<file path="src/rilm_pkg.sv">
/*
  Constants, register map and types of the remote I/O link master.
  Assumes one 250 MHz clock and an APB master with 32-bit data.
*/
`default_nettype none
package rilm_pkg;
  localparam logic [7:0]  A_CTRL  = 8'h00;
  localparam logic [7:0]  A_STAT  = 8'h04;
  localparam logic [7:0]  A_ISTAT = 8'h08;
  localparam logic [7:0]  A_IMASK = 8'h0C;
  localparam logic [7:0]  A_PRES  = 8'h10;
  localparam logic [7:0]  A_WORD0 = 8'h20;
  localparam logic [2:0]  A_WPAGE = 3'h1;
  localparam int          C_HOLD_IN  = 0;
  localparam int          C_HOLD_OUT = 1;
  localparam logic [1:0]  CTRL_RST   = 2'h0;
  localparam int          S_READY = 0;
  localparam int          S_DISC  = 1;
  localparam int          S_CFG   = 2;
  localparam int          I_LINK  = 0;
  localparam int          I_READY = 1;
  localparam int          I_CFG   = 2;
  localparam int          IRQ_W   = 3;
  localparam int          N_ADDR  = 28;
  localparam int          N_WORDS = 8;
  localparam logic [4:0]  LAST_SLOT = 5'h1D;
  localparam logic [4:0]  EXP2_BASE = 5'h18;
  localparam logic [27:0] SECOND_WORD = 28'h0CF0F0F0;
  localparam logic [1:0]  IN_GROUP = 2'h1;
  localparam logic [1:0]  PT4 = 2'h0;
  localparam logic [1:0]  PT8 = 2'h1;
  localparam int          CLK_NS  = 4;
  localparam int          SLOT_NS = 1200000;
  localparam int          SLOT_CYC = SLOT_NS / CLK_NS;
  localparam logic [2:0]  DISC_PASSES = 3'h3;
  typedef enum logic [1:0] {ST_PICK, ST_SLOT, ST_CHECK} rilm_state_t;
endpackage
`default_nettype wire

</file>
<file path="src/rilm_top.sv">
/*
  Remote I/O link master: APB register file, slave discovery, polling
  of slave addresses in fixed-length slots, host I/O word mapping.
  Assumes an external transceiver that sends one poll per strobe and
  returns data, width and an acknowledge on pins asynchronous to pclk.
*/
// Contract
// - After reset every slave is discovered before ready is raised.
// - Ready is presented as bit 0 of the host status word.
// - A transmission error drops ready within 1 s.
// - On an error inputs and outputs follow the hold settings.
// - Units are polled one at a time and answer only when polled.
// - A scan is the present units plus two slots of 1.2 ms each.
// - Host I/O is sized to two words or one word by a switch.
// - 4-, 8- and 16-point slaves map to nibbles, bytes and words.
// - A second-word address in one-word mode is a config error.
`default_nettype none
module rilm_top
  import rilm_pkg::*;
#(
  parameter int SLOT_CYCLES = rilm_pkg::SLOT_CYC
) (
  input  wire  logic        pclk,
  input  wire  logic        presetn,
  input  wire  logic        psel,
  input  wire  logic        penable,
  input  wire  logic        pwrite,
  input  wire  logic [7:0]  paddr,
  input  wire  logic [31:0] pwdata,
  output logic [31:0]       prdata,
  output logic              pready,
  output logic              pslverr,
  input  wire  logic        link_ack,
  input  wire  logic        link_err,
  input  wire  logic [15:0] link_data,
  input  wire  logic [1:0]  link_width,
  input  wire  logic        size_one_word,
  output logic              poll_strobe,
  output logic [4:0]        poll_addr,
  output logic [15:0]       poll_data,
  output logic              link_ready,
  output logic              irq
);
  import rilm_pkg::*;

  logic [20:0]       sync1_reg;
  logic [20:0]       sync2_reg;
  logic              ack_d_reg;
  logic              ack_rise;
  logic              err_s;
  logic              one_s;
  logic [1:0]        width_s;
  logic [15:0]       data_s;

  rilm_state_t       st_reg;
  logic              disc_reg;
  logic [2:0]        pass_reg;
  logic [4:0]        idx_reg;
  logic [23:0]       cnt_reg;
  logic              got_reg;
  logic              lerr_reg;
  logic [27:0]       pres_reg;
  logic              ready_reg;
  logic              cfg_reg;
  logic              strobe_reg;
  logic [4:0]        paddr_reg;
  logic [15:0]       pdata_reg;

  logic [1:0]        ctrl_reg;
  logic [IRQ_W-1:0]  istat_reg;
  logic [IRQ_W-1:0]  imask_reg;
  logic [IRQ_W-1:0]  iset;
  logic              irq_reg;
  logic [31:0]       prdata_reg;
  logic              pready_reg;
  logic              pslverr_reg;
  logic [15:0]       word_reg [N_WORDS];

  logic              slot_end;
  logic              run_fail;
  logic              cap_en;
  logic [2:0]        cur_w;
  logic [15:0]       cap_mask;
  logic [15:0]       cap_val;
  logic              wr_en;
  logic [31:0]       rd_val;
  logic              rd_hit;

  // Word of a slave address; one-word mode folds the pair onto its first
  function automatic logic [2:0] word_of(input logic [4:0] a, input logic one);
    logic [2:0] w;
    w = (a < EXP2_BASE) ? a[4:2] : {2'h3, a[1]};
    if (one) begin
      w[0] = 1'b0;
    end
    return w;
  endfunction

  // Pins are asynchronous; data must settle before ack rises
  always_ff @(posedge pclk or negedge presetn) begin
    if (!presetn) begin
      sync1_reg <= '0;
      sync2_reg <= '0;
      ack_d_reg <= 1'b0;
    end else begin
      sync1_reg <= {size_one_word, link_width, link_err, link_data, link_ack};
      sync2_reg <= sync1_reg;
      ack_d_reg <= sync2_reg[0];
    end
  end

  assign data_s   = sync2_reg[16:1];
  assign err_s    = sync2_reg[17];
  assign width_s  = sync2_reg[19:18];
  assign one_s    = sync2_reg[20];
  assign ack_rise = sync2_reg[0] & ~ack_d_reg;

  assign slot_end = (st_reg == ST_SLOT) && (cnt_reg == 24'(SLOT_CYCLES - 1));
  // A present unit that stays silent or flags an error breaks the link
  assign run_fail = slot_end && !disc_reg && (idx_reg < 5'(N_ADDR)) &&
                    (!got_reg || lerr_reg);
  assign cur_w    = word_of(idx_reg, one_s);
  assign cap_en   = (st_reg == ST_SLOT) && !disc_reg && ack_rise &&
                    (idx_reg[4:3] == IN_GROUP);

  always_comb begin
    case (width_s)
      PT4:     cap_mask = 16'h000F << {idx_reg[1:0], 2'h0};
      PT8:     cap_mask = 16'h00FF << {idx_reg[1], 3'h0};
      default: cap_mask = 16'hFFFF;
    endcase
    cap_val = (data_s << (cap_mask == 16'hFFFF ? 4'h0 :
                          (width_s == PT4 ? {idx_reg[1:0], 2'h0} :
                                            {idx_reg[1], 3'h0}))) & cap_mask;
  end

  always_ff @(posedge pclk or negedge presetn) begin
    if (!presetn) begin
      st_reg   <= ST_PICK;
      disc_reg <= 1'b1;
      pass_reg <= 3'h0;
      idx_reg  <= 5'h0;
      cnt_reg  <= 24'h0;
      got_reg  <= 1'b0;
      lerr_reg <= 1'b0;
      pres_reg <= 28'h0;
    end else begin
      case (st_reg)
        ST_PICK: begin
          if (disc_reg && idx_reg >= 5'(N_ADDR)) begin
            idx_reg  <= 5'h0;
            pass_reg <= pass_reg + 3'h1;
            if (pass_reg + 3'h1 == DISC_PASSES) begin
              st_reg <= ST_CHECK;
            end
          end else if (!disc_reg && idx_reg < 5'(N_ADDR) && !pres_reg[idx_reg]) begin
            idx_reg <= idx_reg + 5'h1;
          end else begin
            st_reg   <= ST_SLOT;
            cnt_reg  <= 24'h0;
            got_reg  <= 1'b0;
            lerr_reg <= 1'b0;
          end
        end
        ST_SLOT: begin
          cnt_reg <= cnt_reg + 24'h1;
          if (ack_rise) begin
            got_reg <= 1'b1;
          end
          if (err_s) begin
            lerr_reg <= 1'b1;
          end
          if (slot_end) begin
            st_reg <= ST_PICK;
            if (run_fail) begin
              disc_reg <= 1'b1;
              pass_reg <= 3'h0;
              idx_reg  <= 5'h0;
              pres_reg <= 28'h0;
            end else begin
              if (disc_reg && (got_reg || ack_rise)) begin
                pres_reg[idx_reg] <= 1'b1;
              end
              idx_reg <= (idx_reg == LAST_SLOT) ? 5'h0 : idx_reg + 5'h1;
            end
          end
        end
        ST_CHECK: begin
          st_reg  <= ST_PICK;
          idx_reg <= 5'h0;
          if (one_s && |(pres_reg & SECOND_WORD)) begin
            pass_reg <= 3'h0;
            pres_reg <= 28'h0;
          end else begin
            disc_reg <= 1'b0;
          end
        end
        default: st_reg <= ST_PICK;
      endcase
    end
  end

  // Ready and config error flags
  always_ff @(posedge pclk or negedge presetn) begin
    if (!presetn) begin
      ready_reg <= 1'b0;
      cfg_reg   <= 1'b0;
    end else begin
      if (run_fail) begin
        ready_reg <= 1'b0;
      end else if (st_reg == ST_CHECK) begin
        cfg_reg   <= one_s && |(pres_reg & SECOND_WORD);
        ready_reg <= !(one_s && |(pres_reg & SECOND_WORD));
      end
    end
  end

  // Poll request; outputs go dark on error unless held
  always_ff @(posedge pclk or negedge presetn) begin
    if (!presetn) begin
      strobe_reg <= 1'b0;
      paddr_reg  <= 5'h0;
      pdata_reg  <= 16'h0;
    end else begin
      strobe_reg <= 1'b0;
      if (st_reg == ST_PICK && idx_reg < 5'(N_ADDR) &&
          (disc_reg || pres_reg[idx_reg])) begin
        strobe_reg <= 1'b1;
        paddr_reg  <= idx_reg;
        pdata_reg  <= (disc_reg && !ctrl_reg[C_HOLD_OUT]) ? 16'h0 : word_reg[cur_w];
      end
    end
  end

  assign wr_en = psel && penable && pready_reg && pwrite;

  generate
    for (genvar w = 0; w < N_WORDS; w++) begin : g_word
      always_ff @(posedge pclk or negedge presetn) begin
        if (!presetn) begin
          word_reg[w] <= 16'h0;
        end else if (3'(w) >> 1 == 3'(IN_GROUP)) begin
          if (run_fail && !ctrl_reg[C_HOLD_IN]) begin
            word_reg[w] <= 16'h0;
          end else if (cap_en && cur_w == 3'(w)) begin
            word_reg[w] <= (word_reg[w] & ~cap_mask) | cap_val;
          end
        end else if (wr_en && paddr == A_WORD0 + 8'(4 * w)) begin
          word_reg[w] <= pwdata[15:0];
        end
      end
    end
  endgenerate

  // Control, mask and sticky status; a new event beats a clear
  assign iset = {(st_reg == ST_CHECK) && one_s && |(pres_reg & SECOND_WORD),
                 (st_reg == ST_CHECK) && !(one_s && |(pres_reg & SECOND_WORD)),
                 run_fail};

  always_ff @(posedge pclk or negedge presetn) begin
    if (!presetn) begin
      ctrl_reg  <= CTRL_RST;
      imask_reg <= '0;
      istat_reg <= '0;
      irq_reg   <= 1'b0;
    end else begin
      if (wr_en && paddr == A_CTRL) begin
        ctrl_reg <= pwdata[1:0];
      end
      if (wr_en && paddr == A_IMASK) begin
        imask_reg <= pwdata[IRQ_W-1:0];
      end
      istat_reg <= (istat_reg & ~((wr_en && paddr == A_ISTAT) ?
                                   pwdata[IRQ_W-1:0] : '0)) | iset;
      irq_reg   <= |(istat_reg & imask_reg);
    end
  end

  always_comb begin
    rd_hit = 1'b1;
    rd_val = 32'h0;
    case (paddr)
      A_CTRL:  rd_val = {30'h0, ctrl_reg};
      A_STAT:  rd_val = {29'h0, cfg_reg, disc_reg, ready_reg};
      A_ISTAT: rd_val = {29'h0, istat_reg};
      A_IMASK: rd_val = {29'h0, imask_reg};
      A_PRES:  rd_val = {4'h0, pres_reg};
      default: begin
        rd_hit = (paddr[7:5] == A_WPAGE) && (paddr[1:0] == 2'h0);
        rd_val = rd_hit ? {16'h0, word_reg[paddr[4:2]]} : 32'h0;
      end
    endcase
  end

  // Answer is prepared in setup so the access phase has no wait
  always_ff @(posedge pclk or negedge presetn) begin
    if (!presetn) begin
      pready_reg  <= 1'b0;
      pslverr_reg <= 1'b0;
      prdata_reg  <= 32'h0;
    end else begin
      pready_reg  <= psel && !penable;
      pslverr_reg <= psel && !penable && !rd_hit;
      prdata_reg  <= (psel && !penable && !pwrite) ? rd_val : 32'h0;
    end
  end

  assign prdata      = prdata_reg;
  assign pready      = pready_reg;
  assign pslverr     = pslverr_reg;
  assign poll_strobe = strobe_reg;
  assign poll_addr   = paddr_reg;
  assign poll_data   = pdata_reg;
  assign link_ready  = ready_reg;
  assign irq         = irq_reg;
endmodule
`default_nettype wire
</file>
<file path="config.mk">
export PLATFORM = sky130hd
export DESIGN_NAME = rilm_top
export DESIGN_NICKNAME = d
export VERILOG_FILES = /design/src/rilm_pkg.sv /design/src/rilm_top.sv
export SDC_FILE = /design/constraint.sdc
export NUM_CORES = 1
export LEC_CHECK = 0
export ABC_AREA = 0
export ABC_CLOCK_PERIOD_IN_PS = 3000
export BUFFER_PORTS_ARGS = -buffer_cell sky130_fd_sc_hd__buf_2
export CAP_MARGIN = 20
export CORE_MARGIN = 2
export CORE_UTILIZATION = 40
export CTS_CLUSTER_SIZE = 24
export DETAILED_ROUTE_END_ITERATION = 10
export GPL_ROUTABILITY_DRIVEN = 0
export SLEW_MARGIN = 0
export SYNTH_ARGS = -nofsm -noshare
export SYNTH_HDL_FRONTEND = slang
export SYNTH_SLANG_ARGS = --single-unit
</file>
<file path="constraint.sdc">
create_clock -name pclk -period 3 [get_ports pclk]
set_input_delay 0.6 -clock pclk [delete_from_list [all_inputs] [get_ports pclk]]
set_output_delay 0.6 -clock pclk [all_outputs]
set_load 0.03 [all_outputs]
</file>
# == Yosys cells after proc, flatten, opt, wreduce, memory -nomap -nowiden ==
# Cells that the tools add are included.
# word_totals
in_bits,66
elab_cells,228
reg_bits,303
# classes
n_eq_ne,34
reduce_logical,72
add_sub_neg,3
shifts,3
n_bitwise,16
n_mux,62
n_lt_le_gt_ge,7
# op_table
op,count
16-bit two-way mux,10
32-bit one-hot mux with 5 select lines,1
28-bit two-way mux,4
16-bit binary-select mux with 3-bit select,2
28-bit one-hot mux with 2 select lines,1
16-bit AND,3
8-bit by 6-bit equality test with 1-bit output (second input constant),6
24-bit two-way mux,2
24-bit one-hot mux with 2 select lines,1
1-bit logical AND,38
32-bit two-way mux,1
16-bit bitwise OR,2
16-bit one-hot mux with 2 select lines,1
28-bit bitwise OR,1
5-bit two-way mux,5
24-bit by 1-bit adder with 24-bit output (second input constant),1
24-bit by 19-bit equality test with 1-bit output (second input constant),1
3-bit two-way mux,7
16-bit equality test (second input constant),1
8-bit by 4-bit equality test with 1-bit output (second input constant),2
2-bit inequality test (second input constant),8
16-bit inverter,1
4-bit AND reduction,4
16-bit by 4-bit left shift with 16-bit output,1
46 further kinds,93

# == Logic depth before layout (Yosys ltp) ==
# Gate-level depths: netlist (run 1).
# depth
ltp_word,9
ltp_mapped,10

# == Worst setup path after synthesis (run 1) ==
# OpenSTA, ideal clock, no wires.
# synth_timing
path_kind,reg2reg
from,register idx_reg[0]
to,register word_reg[94] in the netlist's numbering
synth_period_minus_slack_ps,2684
path_buffers,2
path_slack_ps,316
stages_incl_launch_ff,11
required_time_ps,2868
t_arrival_ps,2552
path_cell_list,dfrtp_1 buf_2 inv_2 ha_1 and3_1 a2111oi_2 buf_2 mux2i_1 mux2i_1 mux2i_1 nor2_1
# synth_via
elab_chain_len,9
word_cells_on_any_way,22
# synth_rtl
element,line_no,source
start: declaration,rilm_top.sv:58,logic [4:0] idx_reg;
start signal: assignment,rilm_top.sv:157,idx_reg <= idx_reg + 5'h1;
start signal: assignment,rilm_top.sv:184,idx_reg <= (idx_reg == LAST_SLOT) ? 5'h0 : idx_reg + 5'h1;
4-bit by 4-bit left shift with 16-bit output,rilm_top.sv:128,"PT4: cap_mask = 16'h000F << {idx_reg[1:0], 2'h0};"
16-bit one-hot mux with 2 select lines,rilm_top.sv:127,case (width_s)
16-bit equality test,rilm_top.sv:132,cap_val = (data_s << (cap_mask == 16'hFFFF ? 4'h0 :
4-bit two-way mux,rilm_top.sv:132,
16-bit by 4-bit left shift with 16-bit output,rilm_top.sv:132,
16-bit AND,rilm_top.sv:134,"{idx_reg[1], 3'h0}))) & cap_mask;"
16-bit bitwise OR,rilm_top.sv:246,word_reg[w] <= (word_reg[w] & ~cap_mask) | cap_val;
16-bit two-way mux,rilm_top.sv:245,end else if (cap_en && cur_w == 3'(w)) begin
16-bit two-way mux,rilm_top.sv:243,if (run_fail && !ctrl_reg[C_HOLD_IN]) begin
end signal: indexed assignment,rilm_top.sv:246,
end signal: indexed assignment,rilm_top.sv:249,word_reg[w] <= pwdata[15:0];
end: declaration,rilm_top.sv:77,logic [15:0] word_reg [N_WORDS];
# Several ways; a longest one is shown, not always the timed one. The select of a mux whose other input is x is not followed.
# A chain may end at the register's enable or synchronous reset.

# == Worst setup path in the final report (run 1) ==
# layout_timing
from,register idx_reg[0]
to,register pdata_reg[5] (netlist: poll_data[5])
# layout_via
elab_chain_len,8
word_cells_on_any_way,14
# layout_rtl
element,line_no,source
5-bit < comparator,rilm_top.sv:92,"w = (a < EXP2_BASE) ? a[4:2] : {2'h3, a[1]};"
3-bit two-way mux,rilm_top.sv:92,
1-bit two-way mux,rilm_top.sv:93,if (one) begin
3-bit inverter with 4-bit output (implied by the code),rilm_top.sv:230,pdata_reg <= (disc_reg && !ctrl_reg[C_HOLD_OUT]) ? 16'h0 : word_reg[cur_w];
16-bit binary-select mux with 3-bit select,rilm_top.sv:230,
16-bit two-way mux (implied by the code) (2 in a row),rilm_top.sv:230,
16-bit two-way mux,rilm_top.sv:230,
end signal: assignment,rilm_top.sv:230,
end: declaration,rilm_top.sv:67,logic [15:0] pdata_reg;
# Several ways; a longest one is shown, not always the timed one. The select of a mux whose other input is x is not followed.

==> metrics.cfg, run 1 <==
[global_route]
antenna_found_initial=2
grt_pass1_wl_mm=66.43
grt_max_degree=77
grt_busiest_layer=met2
grt_pass1_vias=11482
grt_usage_pct=22.18
met3_usage_pct=3.645
use_met2_pct=36.03
grt.overflow.total=0
gr-usage-met1_pct=30.19

[yosys]
yosysTopAreaCellShare_pct=50.30
ys.flop_type=dfrtp_1
netlist_instances=1391
synthArstFlopShare_pct=100.0
yosysUniqueCellTypes=81
synth_seq_cells=299
syn_area_per_cell_um2=10.66
synth-edff-count=0
ys_top_cells_by_area=dfrtp_1, mux2_2, nand2_1
syn-cell-area_um2=14820
yosysSeqAreaShare_pct=50.48
synth_commonest_cells=dfrtp_1, nand2_1, mux2_2
synth_top_area_cell=dfrtp_1
ys.warnings.count=0
synth.most_common_cell=dfrtp_1

[worst_setup_path]
crit_chain=buf_4 -> mux4_2 -> a31oi_2 -> o31ai_4 -> o311ai_4 -> buf_4 -> o21ai_0
worst_ep_required_time_ps=3390
r2r_end=poll_data[5]
end_kind=register
cp-start-kind=register
crit_fanout=30
arrival_ps=3110
reg2reg_depth=7
cpMostUsedCell=buf_4
reg2reg_slack_ps=280
path_buf_inv=2
cpPeakStageDelay_ps=510
worst-path-stages=7
crit_family=compound AO/OA/AOI/OAI gates
crit_type=register to register
reg2reg_from=idx_reg[0]
slowest_stage=mux4_2

[cells_and_area]
largest_reg_flops=128
multi_input_area_um2=6870
drive_gt1_share_pct=27.62
n_fill_cell=3368
finish.instance_area_um2=17360
area_growth_pct=17.12
final_nets=1586
seq_area_um2=7485

[timing]
worst_pin_slew_ps=946.6
slew_headroom_pct=36.89
fin_skew_ps=16.43
final_max_slew_viol_count=0
max_freq_ghz=0.3671
finalHoldViolCount=0
setup_violations=0
tns_ps=0
fin_crit_ps=2724
rsz0062_at_grt=no
min_period_over_period_pct=90.79

[detailed_routing]
drt_pass1_iterations=5
via_per_inst=5.768
vias=11560
wirelength_mm=41.81
drc=0
drt_iter0_drc=921
final_antenna_net_count=0
avgRoutedWirePerCell_um=20.86

[clocking]
cts.sinks=299
clock_path_buffers=3
cts.htree.levels=2
clk_pin_slew_ps=60
insertion_delay_ps=530
cts_tree=done
numCtsBuffers=34
cts-root-buf=clkbuf_16

[power_and_ir_drop]
switching_share_pct=21.91
pwr-share-comb_pct=3.2
cellInternalPower_uw=6939
p_seq_share_pct=46.0
p_per_area_nw_per_um2=511.8
leakage_uw=0.007908
pwr-share-clk_pct=50.8
p_switching_uw=1947
irDropWorstVdd_v=0.0003480

[hold_path]
min_to=sync1_reg[9]
worstHoldPathType=input pin to register
worstHoldStart=link_data[8]
whs_path_depth=1

[run_status]
status=completed

[floorplanning]
core_area_um2=36520
start_util_pct=40.59
pin_count=124
die_x_um=196.5
fp.dieH_um=196.5
std_cell_rows=70
die_area_um2=38620

[placed_design]
postPlaceCellArea_um2=16100
portBuffers=103
dp_hpwl_mm=28.12

[run]
max_cap_violations=0

cells in the final DEF, fill, tap and decap left out, types with 6 or more instances in the layout:
| cell type | count |
|---|---|
| nor2b_1 | 13 |
| inv_1 | 12 |
| o21ai_0 | 49 |
| clkbuf_8 | 8 |
| nand3_1 | 66 |
| nor4_1 | 9 |
| and3_1 | 9 |
| buf_2 | 102 |
| o221a_2 | 8 |
| nor3_1 | 15 |
| clkbuf_16 | 37 |
| a2111oi_0 | 6 |
| nand2_1 | 238 |
| a41oi_1 | 11 |
| mux2_2 | 106 |
| a21oi_1 | 55 |
| buf_4 | 66 |
| dfrtp_1 | 297 |
| nor2_1 | 98 |
| mux4_2 | 36 |
| ha_1 | 11 |
| mux2i_1 | 32 |
| nand4_1 | 23 |
| a22o_1 | 14 |
| a221o_1 | 8 |
| and2_1 | 23 |
| nand2b_1 | 7 |
| a31oi_1 | 40 |
| clkinv_2 | 9 |
| a31o_2 | 6 |
| o41ai_1 | 12 |
layout make-up:
cell class / count / share of cell area [%]
Inverter: 15 / 0.3243
Clock buffer: 46 / 5.989
Antenna cell: 1 / 0.01441
Tap cell: 468 / 3.373
Clock inverter: 16 / 1.103
Multi-Input combinational cell: 984 / 39.57
Sequential cell: 299 / 43.11
Timing Repair Buffer: 175 / 6.515
metal layers:
| metal | vias to the layer above | wire, um | part of all wire (%) |
|---|---|---|---|
| met5 | - | 0 | 0 |
| met3 | 83 | 2533 | 6.1 |
| met4 | 0 | 1293 | 3.1 |
| li1 | 5295 | - | - |
| met1 | 5823 | 17940 | 43 |
| met2 | 359 | 20040 | 48 |
cells by family (layout without fill, tap and decap cells):
| group | after synthesis | after routing | synth area share (%) |
|---|---|---|---|
| AND/OR/NAND/NOR | 535 | 535 | 16.86 |
| flip-flops | 299 | 299 | 50.48 |
| AO/OA/AOI/OAI | 258 | 258 | 12.40 |
| multiplexers | 176 | 176 | 15.83 |
| buffers and inverters | 111 | 252 | 3.469 |
| adder cells (fa/ha/maj) | 11 | 11 | 0.9284 |
| other | 1 | 5 | 0.02530 |
timing repair:
item,4_1_cts,5_1_grt
resized for setup,0,1
hold buffers,1,0
endpoints found under the setup margin,1,22
cloned,0,0
hold endpoints to repair,9,0
buffers inserted,0,2
pin swaps,1,1
worst reg2reg max path, cell delays in order (launching register included):
cell      delay (ps)
dfrtp_1          430
buf_4            200
mux4_2           510
a31oi_2          280
o31ai_4          170
o311ai_4         400
buf_4            420
o21ai_0          170
how the worst max path moves through the flow:
| stage | startpoint | to |
|---|---|---|
| 2_1_floorplan | idx_reg[0] | word_reg[94] |
| 3_3_place_gp | idx_reg[1] | word_reg[91] |
| 3_5_place_dp | idx_reg[1] | word_reg[93] |
| 4_1_cts | idx_reg[1] | word_reg[93] |
| 5_1_grt | cnt_reg[5] | pres_reg[21] |
| 6_report | idx_reg[0] | poll_data[5] |
power by group through the flow:
stage               Combinational (uW)  Sequential, uW  Clock [uW]
global placement                   283            4160           0
detailed placement                 286            4170           0
finish                             282            4090        4510
floorplan                         98.8            4160           0
global route                       316            4090        4780
CTS                                288            4090        4610
per-stage QoR:
stage,hold slack (ps),instances,util [%],setup slack (ps),total power [uW]
after floorplan,304.4,1394,-,316.4,4257
final,175.7,2004,47.54,276.2,8886
after CTS,152.3,2001,47.49,38.54,8990
after detailed placement,334.7,1938,44.09,3.790,4451
after global routing,163.2,2003,47.53,88.56,9190
after global placement,333.6,1938,44.09,118.6,4447
Note: power is estimated with default switching activity, not from simulation.
==> run 2, diff against run 1 <==
--- a/config.mk
+++ b/config.mk
@@ -5,16 +5,15 @@
 export SDC_FILE = /design/constraint.sdc
 export NUM_CORES = 1
 export LEC_CHECK = 0
-export ABC_AREA = 0
 export ABC_CLOCK_PERIOD_IN_PS = 3000
 export BUFFER_PORTS_ARGS = -buffer_cell sky130_fd_sc_hd__buf_2
 export CAP_MARGIN = 20
+export CORE_ASPECT_RATIO = 0.7
 export CORE_MARGIN = 2
 export CORE_UTILIZATION = 40
 export CTS_CLUSTER_SIZE = 24
 export DETAILED_ROUTE_END_ITERATION = 10
 export GPL_ROUTABILITY_DRIVEN = 0
-export SLEW_MARGIN = 0
 export SYNTH_ARGS = -nofsm -noshare
 export SYNTH_HDL_FRONTEND = slang
 export SYNTH_SLANG_ARGS = --single-unit
==> run 2 against run 1 <==
Clock-buffer cell count fell by 5. Non-clock buffer count shrank 8. Cell count shrank 0.50%. Cell area shrank 1.6%. Hold slack worse by 26 ps. Critical path type unchanged. Largest power group is now sequential cells. Highest routed layer unchanged.
==> metrics.cfg, run 2 (same netlist as run 1, synthesis figures left out) <==
[global_route]
met3_usage_pct=5.014
grt_pass1_vias=11242
antenna_found_initial=0
grt_busiest_layer=met1
gr-usage-met1_pct=35.84
use_met2_pct=31.86
grt_pass1_wl_mm=67.19
grt.overflow.total=0
grt_usage_pct=22.80
grt_max_degree=78

[detailed_routing]
via_per_inst=5.837
final_antenna_net_count=0
wirelength_mm=43.44
vias=11638
avgRoutedWirePerCell_um=21.78
drt_pass1_iterations=5
drc=0
drt_iter0_drc=1244

[hold_path]
worstHoldPathType=input pin to register
whs_path_depth=1

[clocking]
clk_pin_slew_ps=60
cts.sinks=299
post_cts_buffers=0
cts_tree=done
numCtsBuffers=29
clock_path_buffers=3
cts.htree.levels=1
insertion_delay_ps=560
cts-root-buf=clkbuf_16

[power_and_ir_drop]
irDropWorstVdd_v=0.0003981
finalPower_uw=8082
p_per_area_nw_per_um2=473.3
leakage_uw=0.007726

[timing]
final_max_slew_viol_count=0
setup_violations=0
tns_ps=0
setup_slack_ps=256.2
max_freq_ghz=0.3645
fin_crit_ps=2744
worst_pin_slew_ps=896.9
fin_skew_ps=14.69
min_period_over_period_pct=91.46
finalHoldViolCount=0
slew_headroom_pct=40.21
rsz0062_at_grt=no

[run]
max_cap_violations=0

[cells_and_area]
layout_common_cells=dfrtp_1, nand2_1, mux2_2
diodes=0
area_growth_pct=15.19
drive_gt1_share_pct=26.42
n_fill_cell=3326
final_common_cell=dfrtp_1
final_nets=1573
largest_reg_flops=128

[floorplanning]
die_x_um=234.1
std_cell_rows=58
core_area_um2=36210
die_area_um2=38640
fp.dieH_um=165.1
start_util_pct=40.94
pin_count=124

[worst_setup_path]
worst_ep_required_time_ps=3490
end_kind=register
crit_family=compound AO/OA/AOI/OAI gates
arrival_ps=3240
crit_chain=inv_1 -> ha_1 -> and3_1 -> a2111oi_4 -> buf_4 -> nor2b_1 -> a21oi_1 -> o21ai_0 -> o221a_2
reg2reg_depth=9
crit_type=register to register
worst-path-stages=9
path_buf_inv=2
slowest_stage=dfrtp_2
cpPeakStageDelay_ps=480
crit_fanout=12
cp-start-kind=register

[placed_design]
place_ws_ps=137.8
portBuffers=103
dp_hpwl_mm=29.90

[run_status]
status=completed

## run 2: changes by cell type in the layout (fill, tap and decap cells not counted), moves of 3 or more
cell / change
clkbuf_1: +3
clkinv_4: -3
clkbuf_16: -8
clkinvlp_4: +3
clkinv_2: -6
buf_4: -11
## run 2: final cells by class
cell class	count	area, um^2	share of cell area (%)
Clock buffer	41	850.8	4.982
Inverter	15	56.30	0.3297
Clock inverter	8	97.59	0.5715
Timing Repair Buffer	167	1116	6.536
Sequential cell	299	7485	43.83
Tap cell	480	600.6	3.517
Multi-Input combinational cell	984	6870	40.23
## run 2: worst paths after layout
| kind | from | slack, ps | to |
|---|---|---|---|
| hold reg to reg | sync1_reg[15] | 350 | sync2_reg[15] |
| min in group asynchronous | presetn | 550 | sync2_reg[3] |
| setup reg to reg | idx_reg[1] | 260 | word_reg[89] |
| setup / recovery | idx_reg[1] | 260 | word_reg[89] |
| max in group asynchronous | presetn | 1670 | prdata[20] |
| hold / removal | link_data[6] | 150 | sync1_reg[7] |
## run 2: through the flow
step                util [%]  instances  hold WS (ps)  cell area (um^2)
floorplan                  -       1394         304.4             14840
global placement       44.43       1943         334.8             16090
detailed placement     44.43       1943         334.7             16090
CTS                    47.08       1993         123.7             17050
global route           47.16       1994         131.9             17080
finish                 47.16       1994         149.7             17080
## run 2: repair_timing
action	CTS	global route
endpoints found under the hold margin	43	0
endpoints found under the setup margin	0	14
resized for setup	0	1
hold buffers	1	0
## run 2: power breakdown
part	total (uW)	internal [uW]	switching (uW)
clock	3700	2130	1580
combinational	287	83.3	204
sequential	4090	4070	23.1
## run 2: layer usage
layer	routed length, um	up-vias
li1	-	5260
met1	20740	5772
met2	17790	541
met3	4066	65
met4	836	0
met5	0	-
